--- src/hdl/wrc_pkg.sv ---
// Purpose: shared constants and types for the watchdog and reset control block
// Assumes: 200 MHz system clock, 32-bit classic wishbone register access
// Notes: every offset, reset value and cycle count lives here

package wrc_pkg;

    // ----------------------------------------
    // clock and timing
    // ----------------------------------------
    localparam int CLK_NS = 5; // 200 MHz period
    localparam int SRESET_NS = 1000; // software-reset delay, ns
    localparam int LV_FILTER_NS = 120000; // low-supply filter time, ns
    // least times round up to whole cycles
    localparam logic [15:0] SRESET_CYC = 16'((SRESET_NS + CLK_NS - 1) / CLK_NS);
    localparam logic [15:0] LV_FILTER_CYC = 16'((LV_FILTER_NS + CLK_NS - 1) / CLK_NS);

    // ----------------------------------------
    // register map (byte addresses)
    // ----------------------------------------
    localparam logic [3:0] OFS_WATCHDOG_CONTROL = 4'h0; // watchdog_control
    localparam logic [3:0] OFS_FLAGS = 4'h4; // reset_cause_flags
    localparam logic [3:0] OFS_LOW_VOLTAGE_CONTROL = 4'h8; // low_voltage_control
    localparam logic [3:0] OFS_STAT = 4'hc; // status, read only

    // ----------------------------------------
    // field layout and values
    // ----------------------------------------
    localparam logic [7:0] WATCHDOG_CONTROL_POR = 8'h53; // key enable, longest-but-4 timeout
    localparam logic [7:0] LOW_VOLTAGE_CONTROL_POR = 8'h5a;
    localparam logic [7:0] LV_KEY_ON = 8'h5a; // low-voltage reset armed
    localparam logic [7:0] LV_KEY_OFF = 8'ha5; // low-voltage reset off
    localparam logic [4:0] WKEY_ON = 5'h0a; // watchdog enabled
    localparam logic [4:0] WKEY_OFF = 5'h15; // watchdog disabled
    localparam int WKEY_LSB = 3; // key field bits 7..3
    localparam int WSEL_BASE = 8; // code 0 gives 2^8 ticks
    localparam int FLG_WKF = 0; // flag bit positions
    localparam int FLG_LKF = 1;
    localparam int FLG_LVF = 2;
    localparam int ST_TO = 0; // status bit positions
    localparam int ST_PD = 1;
    localparam int ST_WEN = 2;
    localparam int ST_LEN = 3;

    // ----------------------------------------
    // types
    // ----------------------------------------
    typedef enum logic {
        SR_IDLE = 1'b0, // no key fault pending
        SR_DELAY = 1'b1 // counting down the software-reset delay
    } wrc_srst_t;

    typedef struct packed {
        logic cyc;
        logic stb;
        logic we;
        logic [3:0] sel;
        logic [3:0] adr; // byte address, bits 1..0 ignored
        logic [31:0] dat;
    } wrc_wb_req_t;

    typedef struct packed {
        logic ack;
        logic [31:0] dat;
    } wrc_wb_rsp_t;

    typedef struct packed {
        logic clear_watchdog_instruction; // one-cycle pulse: clear-watchdog instruction
        logic halt; // one-cycle pulse: halt instruction
        logic sleep; // level: core in sleep or idle
    } wrc_cpu_t;

    typedef struct packed {
        logic [1:0] meta;
        logic [1:0] stab;
    } wrc_sync_t;

    typedef struct packed {
        logic [7:0] watchdog_control;
        logic [7:0] low_voltage_control;
        logic wkf;
        logic lkf;
        logic lvf;
        logic to_flag;
        logic pd_flag;
        logic [15:0] wcnt;
        logic [15:0] lvcnt;
        logic [15:0] srcnt;
        wrc_srst_t srst;
        logic pend_w;
        logic pend_l;
        logic osc_prev;
        logic ack;
        logic [31:0] rdata;
        logic dev_rst;
        logic pc_clr;
        logic port_pre;
    } wrc_state_t;

    localparam wrc_sync_t SYNC_POR = '{default: '0};
    localparam wrc_state_t ST_POR = '{watchdog_control: WATCHDOG_CONTROL_POR, low_voltage_control: LOW_VOLTAGE_CONTROL_POR, srst: SR_IDLE,
                                      pc_clr: 1'b1, port_pre: 1'b1, default: '0};

endpackage

--- src/hdl/wrc_sync.sv ---
// Purpose: two-flop synchroniser for the slow oscillator and the supply pin
// Assumes: inputs are asynchronous to clk
// Notes: the first stage feeds only the second stage
`timescale 1ns/10ps

module wrc_sync
    import wrc_pkg::*;
(
    input wire logic clk,
    input wire logic rst_b,
    input wire logic [1:0] async_in,
    output logic [1:0] sync_out
);

    wrc_sync_t sync_reg; // both stages
    wrc_sync_t sync_next;

    // ----------------------------------------
    // next state
    // ----------------------------------------
    always_comb begin
        sync_next = sync_reg;
        sync_next.meta = async_in;
        sync_next.stab = sync_reg.meta;
    end

    // ----------------------------------------
    // registers
    // ----------------------------------------
    always_ff @(posedge clk) begin
        if (!rst_b) begin
            sync_reg <= SYNC_POR;
        end else begin
            sync_reg <= sync_next;
        end
    end

    assign sync_out = sync_reg.stab;

endmodule

--- src/hdl/wrc_top.sv ---
// Purpose: watchdog timer, keyed low-voltage control and reset-cause flags
// Assumes: rst_b is the power-on reset; cpu strobes are on clk
// Notes: registers sit on a classic wishbone slave, one byte per word
//
// Overview of operation
// - watchdog counts only slow oscillator edges
// - timeout select gives 2^8 to 2^15 ticks
// - key 10101 disables, 01010 enables watchdog
// - bad watchdog key resets after delay, flags
// - watchdog key powers up as enable pattern
// - watchdog key fault flag sticky, software clears
// - unused upper flag bits read zero
// - running overflow gives full reset, timeout flag
// - sleep overflow sets flag, clears pc, sp
// - bad key, clear, halt zero the counter
// - power-on reset zeroes program counter
// - power-on reset presets ports as inputs
// - low supply must outlast filter time
// - lv key 5a arms, a5 disarms reset
// - bad lv key resets after delay, flags
// - bad lv key reset restores lv register
// - real low-supply reset keeps lv register
// - lv key powers up as enable pattern
// - sleep or idle suspends low-voltage reset
// - low-voltage flag sticky, software clears
// - halt clears counter, runs on if enabled
//
// The address map and the Wishbone interface to the registers were left to the implementer.
`timescale 1ns/10ps

module wrc_top
    import wrc_pkg::*;
#(
    parameter logic [15:0] LV_FILTER_CYCLES = LV_FILTER_CYC // shorten in simulation
) (
    input wire logic clk,
    input wire logic rst_b,
    input wire logic slow_osc_clock,
    input wire logic lv_low,
    input wire wrc_cpu_t cpu,
    input wire wrc_wb_req_t wb_req,
    output wrc_wb_rsp_t wb_rsp,
    output logic device_reset,
    output logic pc_sp_clear,
    output logic port_preset,
    output logic timeout_status_flag,
    output logic power_down_flag
);

    // ----------------------------------------
    // helpers
    // ----------------------------------------
    // terminal count for a timeout select code
    function automatic logic [15:0] wdt_limit(input logic [2:0] sel);
        logic [31:0] full;
        full = (32'h1 << (WSEL_BASE + int'(sel))) - 32'h1;
        wdt_limit = full[15:0];
    endfunction

    // byte register placed in the low lane
    function automatic logic [31:0] byte_rd(input logic [7:0] v);
        byte_rd = {24'h0, v};
    endfunction

    // ----------------------------------------
    // state and synchronised pins
    // ----------------------------------------
    wrc_state_t s_reg; // all block state
    wrc_state_t s_next;
    logic [1:0] pin_sync; // [0] slow osc, [1] supply low
    logic osc_sync;
    logic low_sync;
    logic [4:0] wkey; // watchdog key field
    logic wdt_on; // key says enabled
    logic wdt_bad; // key is neither pattern
    logic lv_bad; // lv key is neither pattern
    logic lv_armed; // lv reset active now
    logic osc_tick; // one slow clock rising edge
    logic wdt_expire; // counter overflow this cycle
    logic bus_req; // request waiting for ack
    logic bus_wr; // write takes effect now

    wrc_sync u_sync (
        .clk(clk),
        .rst_b(rst_b),
        .async_in({lv_low, slow_osc_clock}),
        .sync_out(pin_sync)
    );

    assign osc_sync = pin_sync[0];
    assign low_sync = pin_sync[1];

    // ----------------------------------------
    // decode of current state
    // ----------------------------------------
    assign wkey = s_reg.watchdog_control[WKEY_LSB +: 5];
    assign wdt_on = (wkey == WKEY_ON);
    assign wdt_bad = (wkey != WKEY_ON) && (wkey != WKEY_OFF);
    assign lv_bad = (s_reg.low_voltage_control != LV_KEY_ON) && (s_reg.low_voltage_control != LV_KEY_OFF);
    // sleep or idle parks the supply monitor
    assign lv_armed = (s_reg.low_voltage_control == LV_KEY_ON) && !cpu.sleep;
    // the counter sees only slow oscillator edges
    assign osc_tick = osc_sync && !s_reg.osc_prev;
    // an instruction clear in the same cycle beats the overflow
    assign wdt_expire = wdt_on && osc_tick && !cpu.clear_watchdog_instruction && !cpu.halt &&
                        (s_reg.wcnt == wdt_limit(s_reg.watchdog_control[2:0]));
    assign bus_req = wb_req.cyc && wb_req.stb;
    // writes land on the edge at which the master sees ack
    assign bus_wr = bus_req && wb_req.we && s_reg.ack;

    // ----------------------------------------
    // next-state logic
    // ----------------------------------------
    always_comb begin
        logic full_rst; // whole-device reset this cycle
        logic keep_lv; // lv register survives this reset
        full_rst = 1'b0;
        keep_lv = 1'b0;
        s_next = s_reg;
        s_next.dev_rst = 1'b0;
        s_next.pc_clr = 1'b0;
        s_next.port_pre = 1'b0;
        s_next.osc_prev = osc_sync;

        // bus slave: single-wait ack, dropped the cycle after
        s_next.ack = bus_req && !s_reg.ack;
        s_next.rdata = 32'h0;
        if (bus_req && !wb_req.we && !s_reg.ack) begin
            unique case ({wb_req.adr[3:2], 2'b00})
                OFS_WATCHDOG_CONTROL: begin
                    s_next.rdata = byte_rd(s_reg.watchdog_control);
                end
                OFS_FLAGS: begin
                    // upper bits stay zero
                    s_next.rdata = byte_rd({5'h0, s_reg.lvf, s_reg.lkf, s_reg.wkf});
                end
                OFS_LOW_VOLTAGE_CONTROL: begin
                    s_next.rdata = byte_rd(s_reg.low_voltage_control);
                end
                OFS_STAT: begin
                    s_next.rdata = byte_rd({4'h0, lv_armed, wdt_on,
                                            s_reg.pd_flag, s_reg.to_flag});
                end
            endcase
        end
        if (bus_wr && wb_req.sel[0]) begin
            unique case ({wb_req.adr[3:2], 2'b00})
                OFS_WATCHDOG_CONTROL: begin
                    s_next.watchdog_control = wb_req.dat[7:0];
                end
                OFS_FLAGS: begin
                    // software may only clear: a written zero clears, a one keeps
                    s_next.wkf = s_reg.wkf & wb_req.dat[FLG_WKF];
                    s_next.lkf = s_reg.lkf & wb_req.dat[FLG_LKF];
                    s_next.lvf = s_reg.lvf & wb_req.dat[FLG_LVF];
                end
                OFS_LOW_VOLTAGE_CONTROL: begin
                    s_next.low_voltage_control = wb_req.dat[7:0];
                end
                default: begin
                    // status is read only, nothing to store
                end
            endcase
        end

        // instruction side effects on the power-down and timeout flags
        if (cpu.halt) begin
            s_next.pd_flag = 1'b1;
            s_next.to_flag = 1'b0;
        end else if (cpu.clear_watchdog_instruction) begin
            s_next.pd_flag = 1'b0;
            s_next.to_flag = 1'b0;
        end

        // watchdog counter
        if (!wdt_on) begin
            s_next.wcnt = 16'h0;
        end else if (cpu.clear_watchdog_instruction || cpu.halt) begin
            // cleared, and keeps counting since still enabled
            s_next.wcnt = 16'h0;
        end else if (wdt_expire) begin
            s_next.wcnt = 16'h0;
        end else if (osc_tick) begin
            s_next.wcnt = 16'(s_reg.wcnt + 16'h1);
        end

        // supply monitor filter: short dips restart the count
        if (lv_armed && low_sync) begin
            if (s_reg.lvcnt == LV_FILTER_CYCLES) begin
                s_next.lvcnt = 16'h0;
                s_next.lvf = 1'b1;
                full_rst = 1'b1;
                keep_lv = 1'b1;
            end else begin
                s_next.lvcnt = 16'(s_reg.lvcnt + 16'h1);
            end
        end else begin
            s_next.lvcnt = 16'h0;
        end

        // overflow: wake-style reset in sleep, full reset otherwise
        if (wdt_expire) begin
            s_next.to_flag = 1'b1;
            if (cpu.sleep) begin
                s_next.pc_clr = 1'b1;
            end else begin
                full_rst = 1'b1;
                keep_lv = 1'b0;
            end
        end

        // key-fault sequencer, causes collected during the delay
        unique case (s_reg.srst)
            SR_IDLE: begin
                if (wdt_bad || lv_bad) begin
                    s_next.srst = SR_DELAY;
                    s_next.srcnt = 16'h0;
                    s_next.pend_w = wdt_bad;
                    s_next.pend_l = lv_bad;
                end
            end
            SR_DELAY: begin
                s_next.pend_w = s_reg.pend_w | wdt_bad;
                s_next.pend_l = s_reg.pend_l | lv_bad;
                if (s_reg.srcnt == 16'(SRESET_CYC - 16'h1)) begin
                    s_next.srst = SR_IDLE;
                    full_rst = 1'b1;
                    keep_lv = keep_lv && !s_next.pend_l;
                    s_next.wkf = s_next.wkf | s_next.pend_w;
                    s_next.lkf = s_next.lkf | s_next.pend_l;
                end else begin
                    s_next.srcnt = 16'(s_reg.srcnt + 16'h1);
                end
            end
        endcase

        // whole-device reset: pc to zero, ports back to inputs
        if (full_rst) begin
            s_next.dev_rst = 1'b1;
            s_next.pc_clr = 1'b1;
            s_next.port_pre = 1'b1;
            s_next.watchdog_control = WATCHDOG_CONTROL_POR;
            s_next.wcnt = 16'h0;
            s_next.srst = SR_IDLE;
            s_next.pend_w = 1'b0;
            s_next.pend_l = 1'b0;
            if (!keep_lv) begin
                s_next.low_voltage_control = LOW_VOLTAGE_CONTROL_POR;
            end
        end
    end

    // ----------------------------------------
    // state register
    // ----------------------------------------
    // power-on reset loads both keys with their enable patterns
    always_ff @(posedge clk) begin
        if (!rst_b) begin
            s_reg <= ST_POR;
        end else begin
            s_reg <= s_next;
        end
    end

    // ----------------------------------------
    // outputs, all straight from the state register
    // ----------------------------------------
    assign wb_rsp.ack = s_reg.ack;
    assign wb_rsp.dat = s_reg.rdata;
    assign device_reset = s_reg.dev_rst;
    assign pc_sp_clear = s_reg.pc_clr;
    assign port_preset = s_reg.port_pre;
    assign timeout_status_flag = s_reg.to_flag;
    assign power_down_flag = s_reg.pd_flag;

    // ----------------------------------------
    // checks
    // ----------------------------------------
    a_por_values: assert property (@(posedge clk) disable iff (!rst_b)
        $rose(rst_b) |-> s_reg.watchdog_control == WATCHDOG_CONTROL_POR && s_reg.low_voltage_control == LOW_VOLTAGE_CONTROL_POR &&
            port_preset && pc_sp_clear ##1 !port_preset)
        else $error("power-on values wrong");

    a_key_fault_rst: assert property (@(posedge clk) disable iff (!rst_b)
        (s_reg.srst == SR_IDLE && wdt_bad && !s_next.dev_rst) |->
            ##[1:300] (device_reset && s_reg.wkf))
        else $error("bad watchdog key did not reset");

    a_flag_sticky: assert property (@(posedge clk) disable iff (!rst_b)
        (s_reg.wkf && !(bus_wr && wb_req.adr[3:2] == 2'b01)) |=> s_reg.wkf)
        else $error("key fault flag lost");

    a_flag_rsvd: assert property (@(posedge clk) disable iff (!rst_b)
        ($past(bus_req) && !$past(wb_req.we) && $past(wb_req.adr[3:2]) == 2'b01
            && wb_rsp.ack) |-> wb_rsp.dat[31:3] == 29'h0)
        else $error("flag register upper bits not zero");

    a_run_timeout: assert property (@(posedge clk) disable iff (!rst_b)
        (wdt_expire && !cpu.sleep) |=> device_reset && timeout_status_flag && port_preset)
        else $error("overflow did not reset device");

    a_sleep_timeout: assert property (@(posedge clk) disable iff (!rst_b)
        (wdt_expire && cpu.sleep && !s_next.dev_rst) |=>
            pc_sp_clear && !device_reset && timeout_status_flag)
        else $error("sleep overflow handled wrongly");

    a_wdt_clear: assert property (@(posedge clk) disable iff (!rst_b)
        (cpu.clear_watchdog_instruction || cpu.halt) |=> s_reg.wcnt == 16'h0 ##1 s_reg.wcnt <= 16'h1)
        else $error("counter not cleared");

    a_wdt_limit: assert property (@(posedge clk) disable iff (!rst_b)
        wdt_expire |-> s_reg.wcnt == (16'hffff >> (5'd8 - 5'(s_reg.watchdog_control[2:0]))))
        else $error("timeout at wrong count");

    a_lv_filter: assert property (@(posedge clk) disable iff (!rst_b)
        $rose(s_reg.lvf) |-> $past(s_reg.lvcnt) == LV_FILTER_CYCLES && device_reset)
        else $error("low-voltage reset without filter time");

    a_lv_sleep: assert property (@(posedge clk) disable iff (!rst_b)
        cpu.sleep [*2] |-> s_reg.lvcnt == 16'h0)
        else $error("supply monitor active in sleep");

    a_lv_keep: assert property (@(posedge clk) disable iff (!rst_b)
        ($rose(s_reg.lvf) && !$rose(s_reg.lkf) && !$past(bus_wr)) |-> $stable(s_reg.low_voltage_control))
        else $error("lv register changed on supply reset");

    a_wdt_hold: assert property (@(posedge clk) disable iff (!rst_b)
        (wkey == WKEY_OFF) [*2] |-> s_reg.wcnt == 16'h0)
        else $error("disabled watchdog counted");

endmodule

--- config.mk ---
export PLATFORM = sky130hd
export DESIGN_NAME = wrc_top
export DESIGN_NICKNAME = d
export VERILOG_FILES = /design/src/hdl/wrc_pkg.sv /design/src/hdl/wrc_sync.sv /design/src/hdl/wrc_top.sv
export SDC_FILE = /design/constraint.sdc
export NUM_CORES = 1
export LEC_CHECK = 0
export BUFFER_PORTS_ARGS = -buffer_cell sky130_fd_sc_hd__buf_2
export CAP_MARGIN = 20
export CORE_MARGIN = 3
export CORE_UTILIZATION = 45
export DETAILED_ROUTE_END_ITERATION = 8
export GPL_ROUTABILITY_DRIVEN = 0
export PLACE_DENSITY = 0.66
export SLEW_MARGIN = 20
export SYNTH_ARGS = -nofsm -noshare
export SYNTH_HDL_FRONTEND = slang
export SYNTH_SLANG_ARGS = --single-unit
--- constraint.sdc ---
create_clock -name clk -period 3.3 [get_ports clk]
set_clock_uncertainty 0.05 [all_clocks]
set_input_delay 0.33 -clock clk [delete_from_list [all_inputs] [get_ports clk]]
set_output_delay 0.33 -clock clk [all_outputs]
set_load 0.01 [all_outputs]
# Word level (Yosys, flattened, before mapping)
# Cells that the tools add are included.
dict set report classes {
  addsub 5
  n_eq_ne 14
  n_shift 1
  mux 30
  bitwise_logic 11
  reduce_logical 35
}
# op n
set ops {}
lappend ops {{one-hot mux 32 bit (4 select lines)} 1}
lappend ops {{adder 16 x 1 -> 16 bit, second input constant} 3}
lappend ops {{one-hot mux 19 bit (2 select lines)} 1}
lappend ops {{two-way mux 8 bit} 3}
lappend ops {{two-way mux 19 bit} 1}
lappend ops {{logical AND 1 bit} 17}
lappend ops {{equality test 16 x 15 -> 1 bit, second input constant} 1}
lappend ops {{equality test 16 bit} 1}
lappend ops {{equality test 16 x 8 -> 1 bit, second input constant} 1}
lappend ops {{two-way mux 1 bit} 16}
lappend ops {{two-way mux 16 bit} 1}
lappend ops {{<< shifter 1 x 5 -> 16 bit, first input constant} 1}
lappend ops {{subtractor 16 x 1 -> 16 bit, second input constant} 1}
lappend ops {{two-way mux 11 bit} 1}
lappend ops {{equality test 8 x 7 -> 1 bit, second input constant} 1}
lappend ops {{two-way mux 2 bit} 4}
lappend ops {{inequality test 8 x 7 -> 1 bit, second input constant} 1}
lappend ops {{inequality test 8 bit, second input constant} 1}
lappend ops {{logical NOT 1 bit} 7}
lappend ops {{two-way mux 3 bit} 2}
lappend ops {{AND reduction 2 bit} 3}
lappend ops {{adder 4 x 3 -> 5 bit, first input constant} 1}
lappend ops {{equality test 5 x 4 -> 1 bit, second input constant} 1}
lappend ops {{inequality test 5 x 4 -> 1 bit, second input constant} 1}
lappend ops {{other kinds (14)} 25}
dict set report totals {
  regBits 113
  inputBits 50
  out_inout_bits 38
  word_cells 117
}

# Longest topological paths before layout
dict set report depth {
  depth_word 12
  depth_mapped 12
  depth_no_buf 8
}

# Hierarchy
# Synthesis repeated with hierarchy kept, for this count alone.
dict set report unflattened {
  cells_unflattened 494
  area_unflattened_um2 4349.2
}
# module instances cells_each area_per_inst_um2 seq_area_each_um2
set modules_own_cells {}
lappend modules_own_cells {wrc_top 1 486 4244.1 1701.6}
lappend modules_own_cells {wrc_sync 1 8 105.1 80.1}

# Worst setup path after synthesis
# Ideal clock, no wire load.
dict set report synth_timing {
  path_type {reg2reg}
  start {reg s_reg[102] in the netlist's numbering}
  end {reg s_reg[104] in the netlist's numbering}
  setup_time_ps 121
  t_arrival_ps 2478
  t_required_ps 3129
  setup_slack_ps 651
  stages_incl_launch_ff 11
  path_buffers 3
  period_less_slack_ps 2649
  path_cell_list {dfxtp_1 -> clkbuf_1 -> or3_1 -> ha_1 -> buf_2 -> xor2_1 -> mux2_2 -> nand2_1 -> and4b_1 -> buf_6 -> mux2_2}
}
dict set report synth_via {
  elab_chain_len 9
}
# item line
set synth_rtl {}
lappend synth_rtl {{start, declared} wrc_top.sv:68} ;# wrc_state_t s_reg;
lappend synth_rtl {{start signal, assigned} wrc_top.sv:261} ;# s_reg <= s_next;
lappend synth_rtl {{adder 4 x 3 -> 5 bit (*)} wrc_top.sv:56} ;# full = (32'h1 << (WSEL_BASE + int'(sel))) - 32'h1;
lappend synth_rtl {{<< shifter 1 x 5 -> 16 bit (*)} wrc_top.sv:56}
lappend synth_rtl {{subtractor 16 x 1 -> 16 bit (*)} wrc_top.sv:56}
lappend synth_rtl {{equality test 16 bit (*)} wrc_top.sv:106} ;# (s_reg.wcnt == wdt_limit(s_reg.watchdog_control[2:0]));
lappend synth_rtl {{logical AND 1 bit (*)} wrc_top.sv:105} ;# assign wdt_expire = wdt_on && osc_tick && !cpu.clear_watchdog_instruction && !cpu.halt &&
lappend synth_rtl {{two-way mux 1 bit (*)} wrc_top.sv:202} ;# if (wdt_expire) begin
lappend synth_rtl {{two-way mux 1 bit} wrc_top.sv:225} ;# if (s_reg.srcnt == 16'(SRESET_CYC - 16'h1)) begin
lappend synth_rtl {{two-way mux 1 bit (*)} wrc_top.sv:213} ;# unique case (s_reg.srst)
lappend synth_rtl {{OR reduction 2 bit (no source line) (*)} --}
# Every way passes the cells marked *; elsewhere a longest branch is shown, timed or not.
# A chain may end at the register's enable or synchronous reset.

# Final worst setup path
# Ends and elaborated chain as after synthesis.

==> impl_metrics.py <==
metrics = {
    "layout": {
        "drive_above_1_share_pct": 17.2,
        "diodes": 0,
        "fin_cells": 705,
        "syn2layout_area_growth_pct": 5.15,
        "nets": 619,
        "largest_register_ffs": 71,
    },
    "clock_network": {
        "cts_tree": "built",
        "h-tree-depth": 3,
        "cts_resized": 0,
        "cts_made_buffers": 9,
        "hold_buffers": 0,
        "clock-sinks": 89,
        "clk_pin_slew_ns": 0.09,
        "clockBufferDepth": 2,
        "cts_root_buffer": "clkbuf_8",
        "clkLatencyLatePin_ns": 0.36,
        "cts_setup_buffers": 0,
    },
    "logic_synthesis": {
        "synth.most_common_cell": "dfxtp_1",
        "synth_top_area_cell": "dfxtp_1",
        "yosys-top-cells-count": "dfxtp_1, nor2_1, buf_4",
        "synth_top_area_share_pct": 36.3,
        "ys_seq_area_share_pct": 36.3,
        "ys_top_cells_by_area": "dfxtp_1, buf_4, mux2i_1",
        "ys_warn_count": 0,
        "synth-main-ff-cell": "dfxtp_1",
        "syn_area_um2": 4900,
        "syn_area_per_cell_um2": 8.92,
        "synth_edf_count": 0,
        "ys_ff_latch": 89,
        "synth-async-reset-ratio_pct": 0,
        "synth_cells": 550,
        "yosysUniqueCellTypes": 63,
    },
    "routing": {
        "drc_errors": 0,
        "ant_nets": 0,
        "routed_wl_mm": 10.4,
        "viasPerCell": 5.56,
        "wl_per_cell_um": 14.8,
        "firstDrtPassIters": 4,
        "drtIter0Drc": 259,
        "num_vias": 3921,
    },
    "pwr": {
        "internal_power_mw": 1.41,
        "power.total_mw": 1.87,
        "p_comb_share_pct": 5.2,
        "p_leak_nw": 1.76,
        "clockPowerShare_pct": 36.7,
        "ir_drop_uv": 184,
        "powerDensity_nw_per_um2": 362,
        "seqPwrFrac_pct": 58.1,
        "power.switching_mw": 0.462,
        "swShare_pct": 24.7,
    },
    "grt": {
        "grt_overflow": 0,
        "first_global_vias": 3659,
        "antenna_found_initial": 0,
        "grt_pass1_wl_mm": 18.0,
        "grt_max_degree": 24,
        "grt_use_total_pct": 17.3,
    },
    "die": {
        "coreArea_um2": 10500,
        "rows": 37,
        "pin_count": 88,
        "die_w_um": 110,
        "die_y_um": 110,
        "die_area_um2": 12200,
        "start_util_pct": 46.9,
    },
    "setup_path": {
        "cpPeakStageDelay_ns": 0.45,
        "crit_arrival_ns": 3.16,
        "r2r-start": "s_reg[102]",
        "start_kind": "flip-flop",
        "rrSetupSlack_ns": 0.34,
        "end_kind": "flip-flop",
        "ff2ff_path_depth": 8,
        "cp.required_ns": 3.50,
        "slowest_stage": "dfxtp_1",
        "cp_max_fo": 20,
        "crit_type": "reg2reg",
        "worst_r2r_endpoint": "s_reg[104]",
        "path_cells": "or3_1 > ha_1 > xnor2_1 > a21oi_1 > o311ai_1 > and4b_1 > buf_4 > mux2_2",
    },
    "placed_design": {
        "portBuffers": 34,
        "dp_hpwl_mm": 7.37,
        "numPlacedInstances": 689,
    },
    "timing": {
        "final_max_slew_viol_count": 0,
        "tns_ns": 0,
        "min_period_ns": 2.96,
        "maxSlewHeadroom_pct": 48.0,
        "setup_viol": 0,
        "fmax_mhz": 337,
        "hold_viol": 0,
        "fin_crit_sh_pct": 89.8,
        "grt_setup_unrepaired": "no",
        "worst_pin_slew_ns": 0.780,
    },
    "min_path": {
        "holdPathStages": 2,
        "hold_start": "slow_osc_clock",
        "hp-class": "in2reg",
        "min_to": "u_sync.sync_next[0]",
    },
    "run": {
        "maxCapViolCount": 0,
    },
    "status": {
        "status": "complete, no violations",
    },
}
==> cell type report <==
class / instances / area [um2]
inverter: 14 / 52.6
fill: 985 / 5310
tap: 136 / 170
sequential: 89 / 1780
clock buffer: 12 / 145
clock inverter: 4 / 28.8
timing repair buffer: 42 / 230
multi-input combinational: 408 / 2750
==> how the worst max path moves through the flow <==
stage	startpoint	end	slack, ns	cells after the start
finish	s_reg[102]	s_reg[104]	0.34	8
global route	s_reg[102]	s_reg[104]	0.11	9
CTS	s_reg[102]	s_reg[104]	0.35	8
detailed placement	s_reg[102]	s_reg[104]	0.35	8
global placement	s_reg[102]	s_reg[96]	0.45	8
floorplan	s_reg[102]	s_reg[104]	0.65	10
==> kinds of logic after synthesis <==
family                   after synthesis  share of synthesized area [%]
other                                  1                         0.0765
flip-flops                            89                           36.3
multiplexers                          45                           10.2
adder cells (fa/ha/maj)                5                           1.28
XOR/XNOR                              29                           5.18
buffers and inverters                 76                           9.39
AND/OR/NAND/NOR                      229                           26.7
AO/OA/AOI/OAI                         76                           10.9
==> power by group through the flow <==
stage	clock (mW)	combinational, mW	sequential (mW)
after floorplan	0	0.0871	1.11
after global placement	0	0.0962	1.11
after detailed placement	0	0.0973	1.11
after CTS	0.712	0.0977	1.08
after global routing	0.759	0.107	1.09
final	0.685	0.0977	1.08
==> critical path, delay by kind of cell (launching register included) <==
| kind | cells | cell delay [ns] |
|---|---|---|
| buffers and inverters | 1 | 0.32 |
| DFF | 1 | 0.45 |
| adders and majority gates | 1 | 0.31 |
| muxes | 1 | 0.38 |
| xor gates and xnor gates | 1 | 0.18 |
| AOI/OAI and AO/OA | 2 | 0.44 |
| and+or+nand+nor | 2 | 0.69 |
==> metrics by stage <==
stage | worst slack [ns] | cell area (um2) | util (%) | hold slack [ns]
2_1_floorplan | 0.651 | 4990 | - | 0.362
3_3_place_gp | 0.455 | 4980 | 47.6 | 0.365
3_5_place_dp | 0.355 | 4980 | 47.6 | 0.373
4_1_cts | 0.348 | 5160 | 49.3 | 0.107
5_1_grt | 0.106 | 5160 | 49.3 | 0.129
6_report | 0.336 | 5160 | 49.3 | 0.128
==> metal layers <==
metal	track usage (%)	up-vias	share of wire, %
met5	0	-	0
li1	-	1966	-
met1	23.3	1869	47
met2	27.8	77	47
met4	5.58	0	1.3
met3	3.67	9	4.6
==> layout by cell type (no fill, tap or decap), drive strengths merged, types with 4 or more instances in the layout <==
cell type | Yosys | layout
nand3 | 24 | 24
o31ai | 11 | 11
nor2 | 47 | 47
mux2 | 18 | 18
nand4b | 4 | 4
mux2i | 25 | 25
or4 | 10 | 10
clkbuf | 18 | 12
buf | 44 | 42
nor4bb | 6 | 6
nor4 | 20 | 20
nor3 | 14 | 14
ha | 5 | 5
nand4 | 16 | 16
and4 | 8 | 8
conb | 1 | 24
nor2b | 4 | 4
xnor2 | 18 | 18
xor2 | 11 | 11
dfxtp | 89 | 89
o21ai | 17 | 17
inv | 13 | 13
and2 | 10 | 10
nand2 | 33 | 33
nand2b | 7 | 7
a21oi | 27 | 27
and3 | 5 | 5
or3 | 7 | 7
Power figures use the tool's default switching activity.
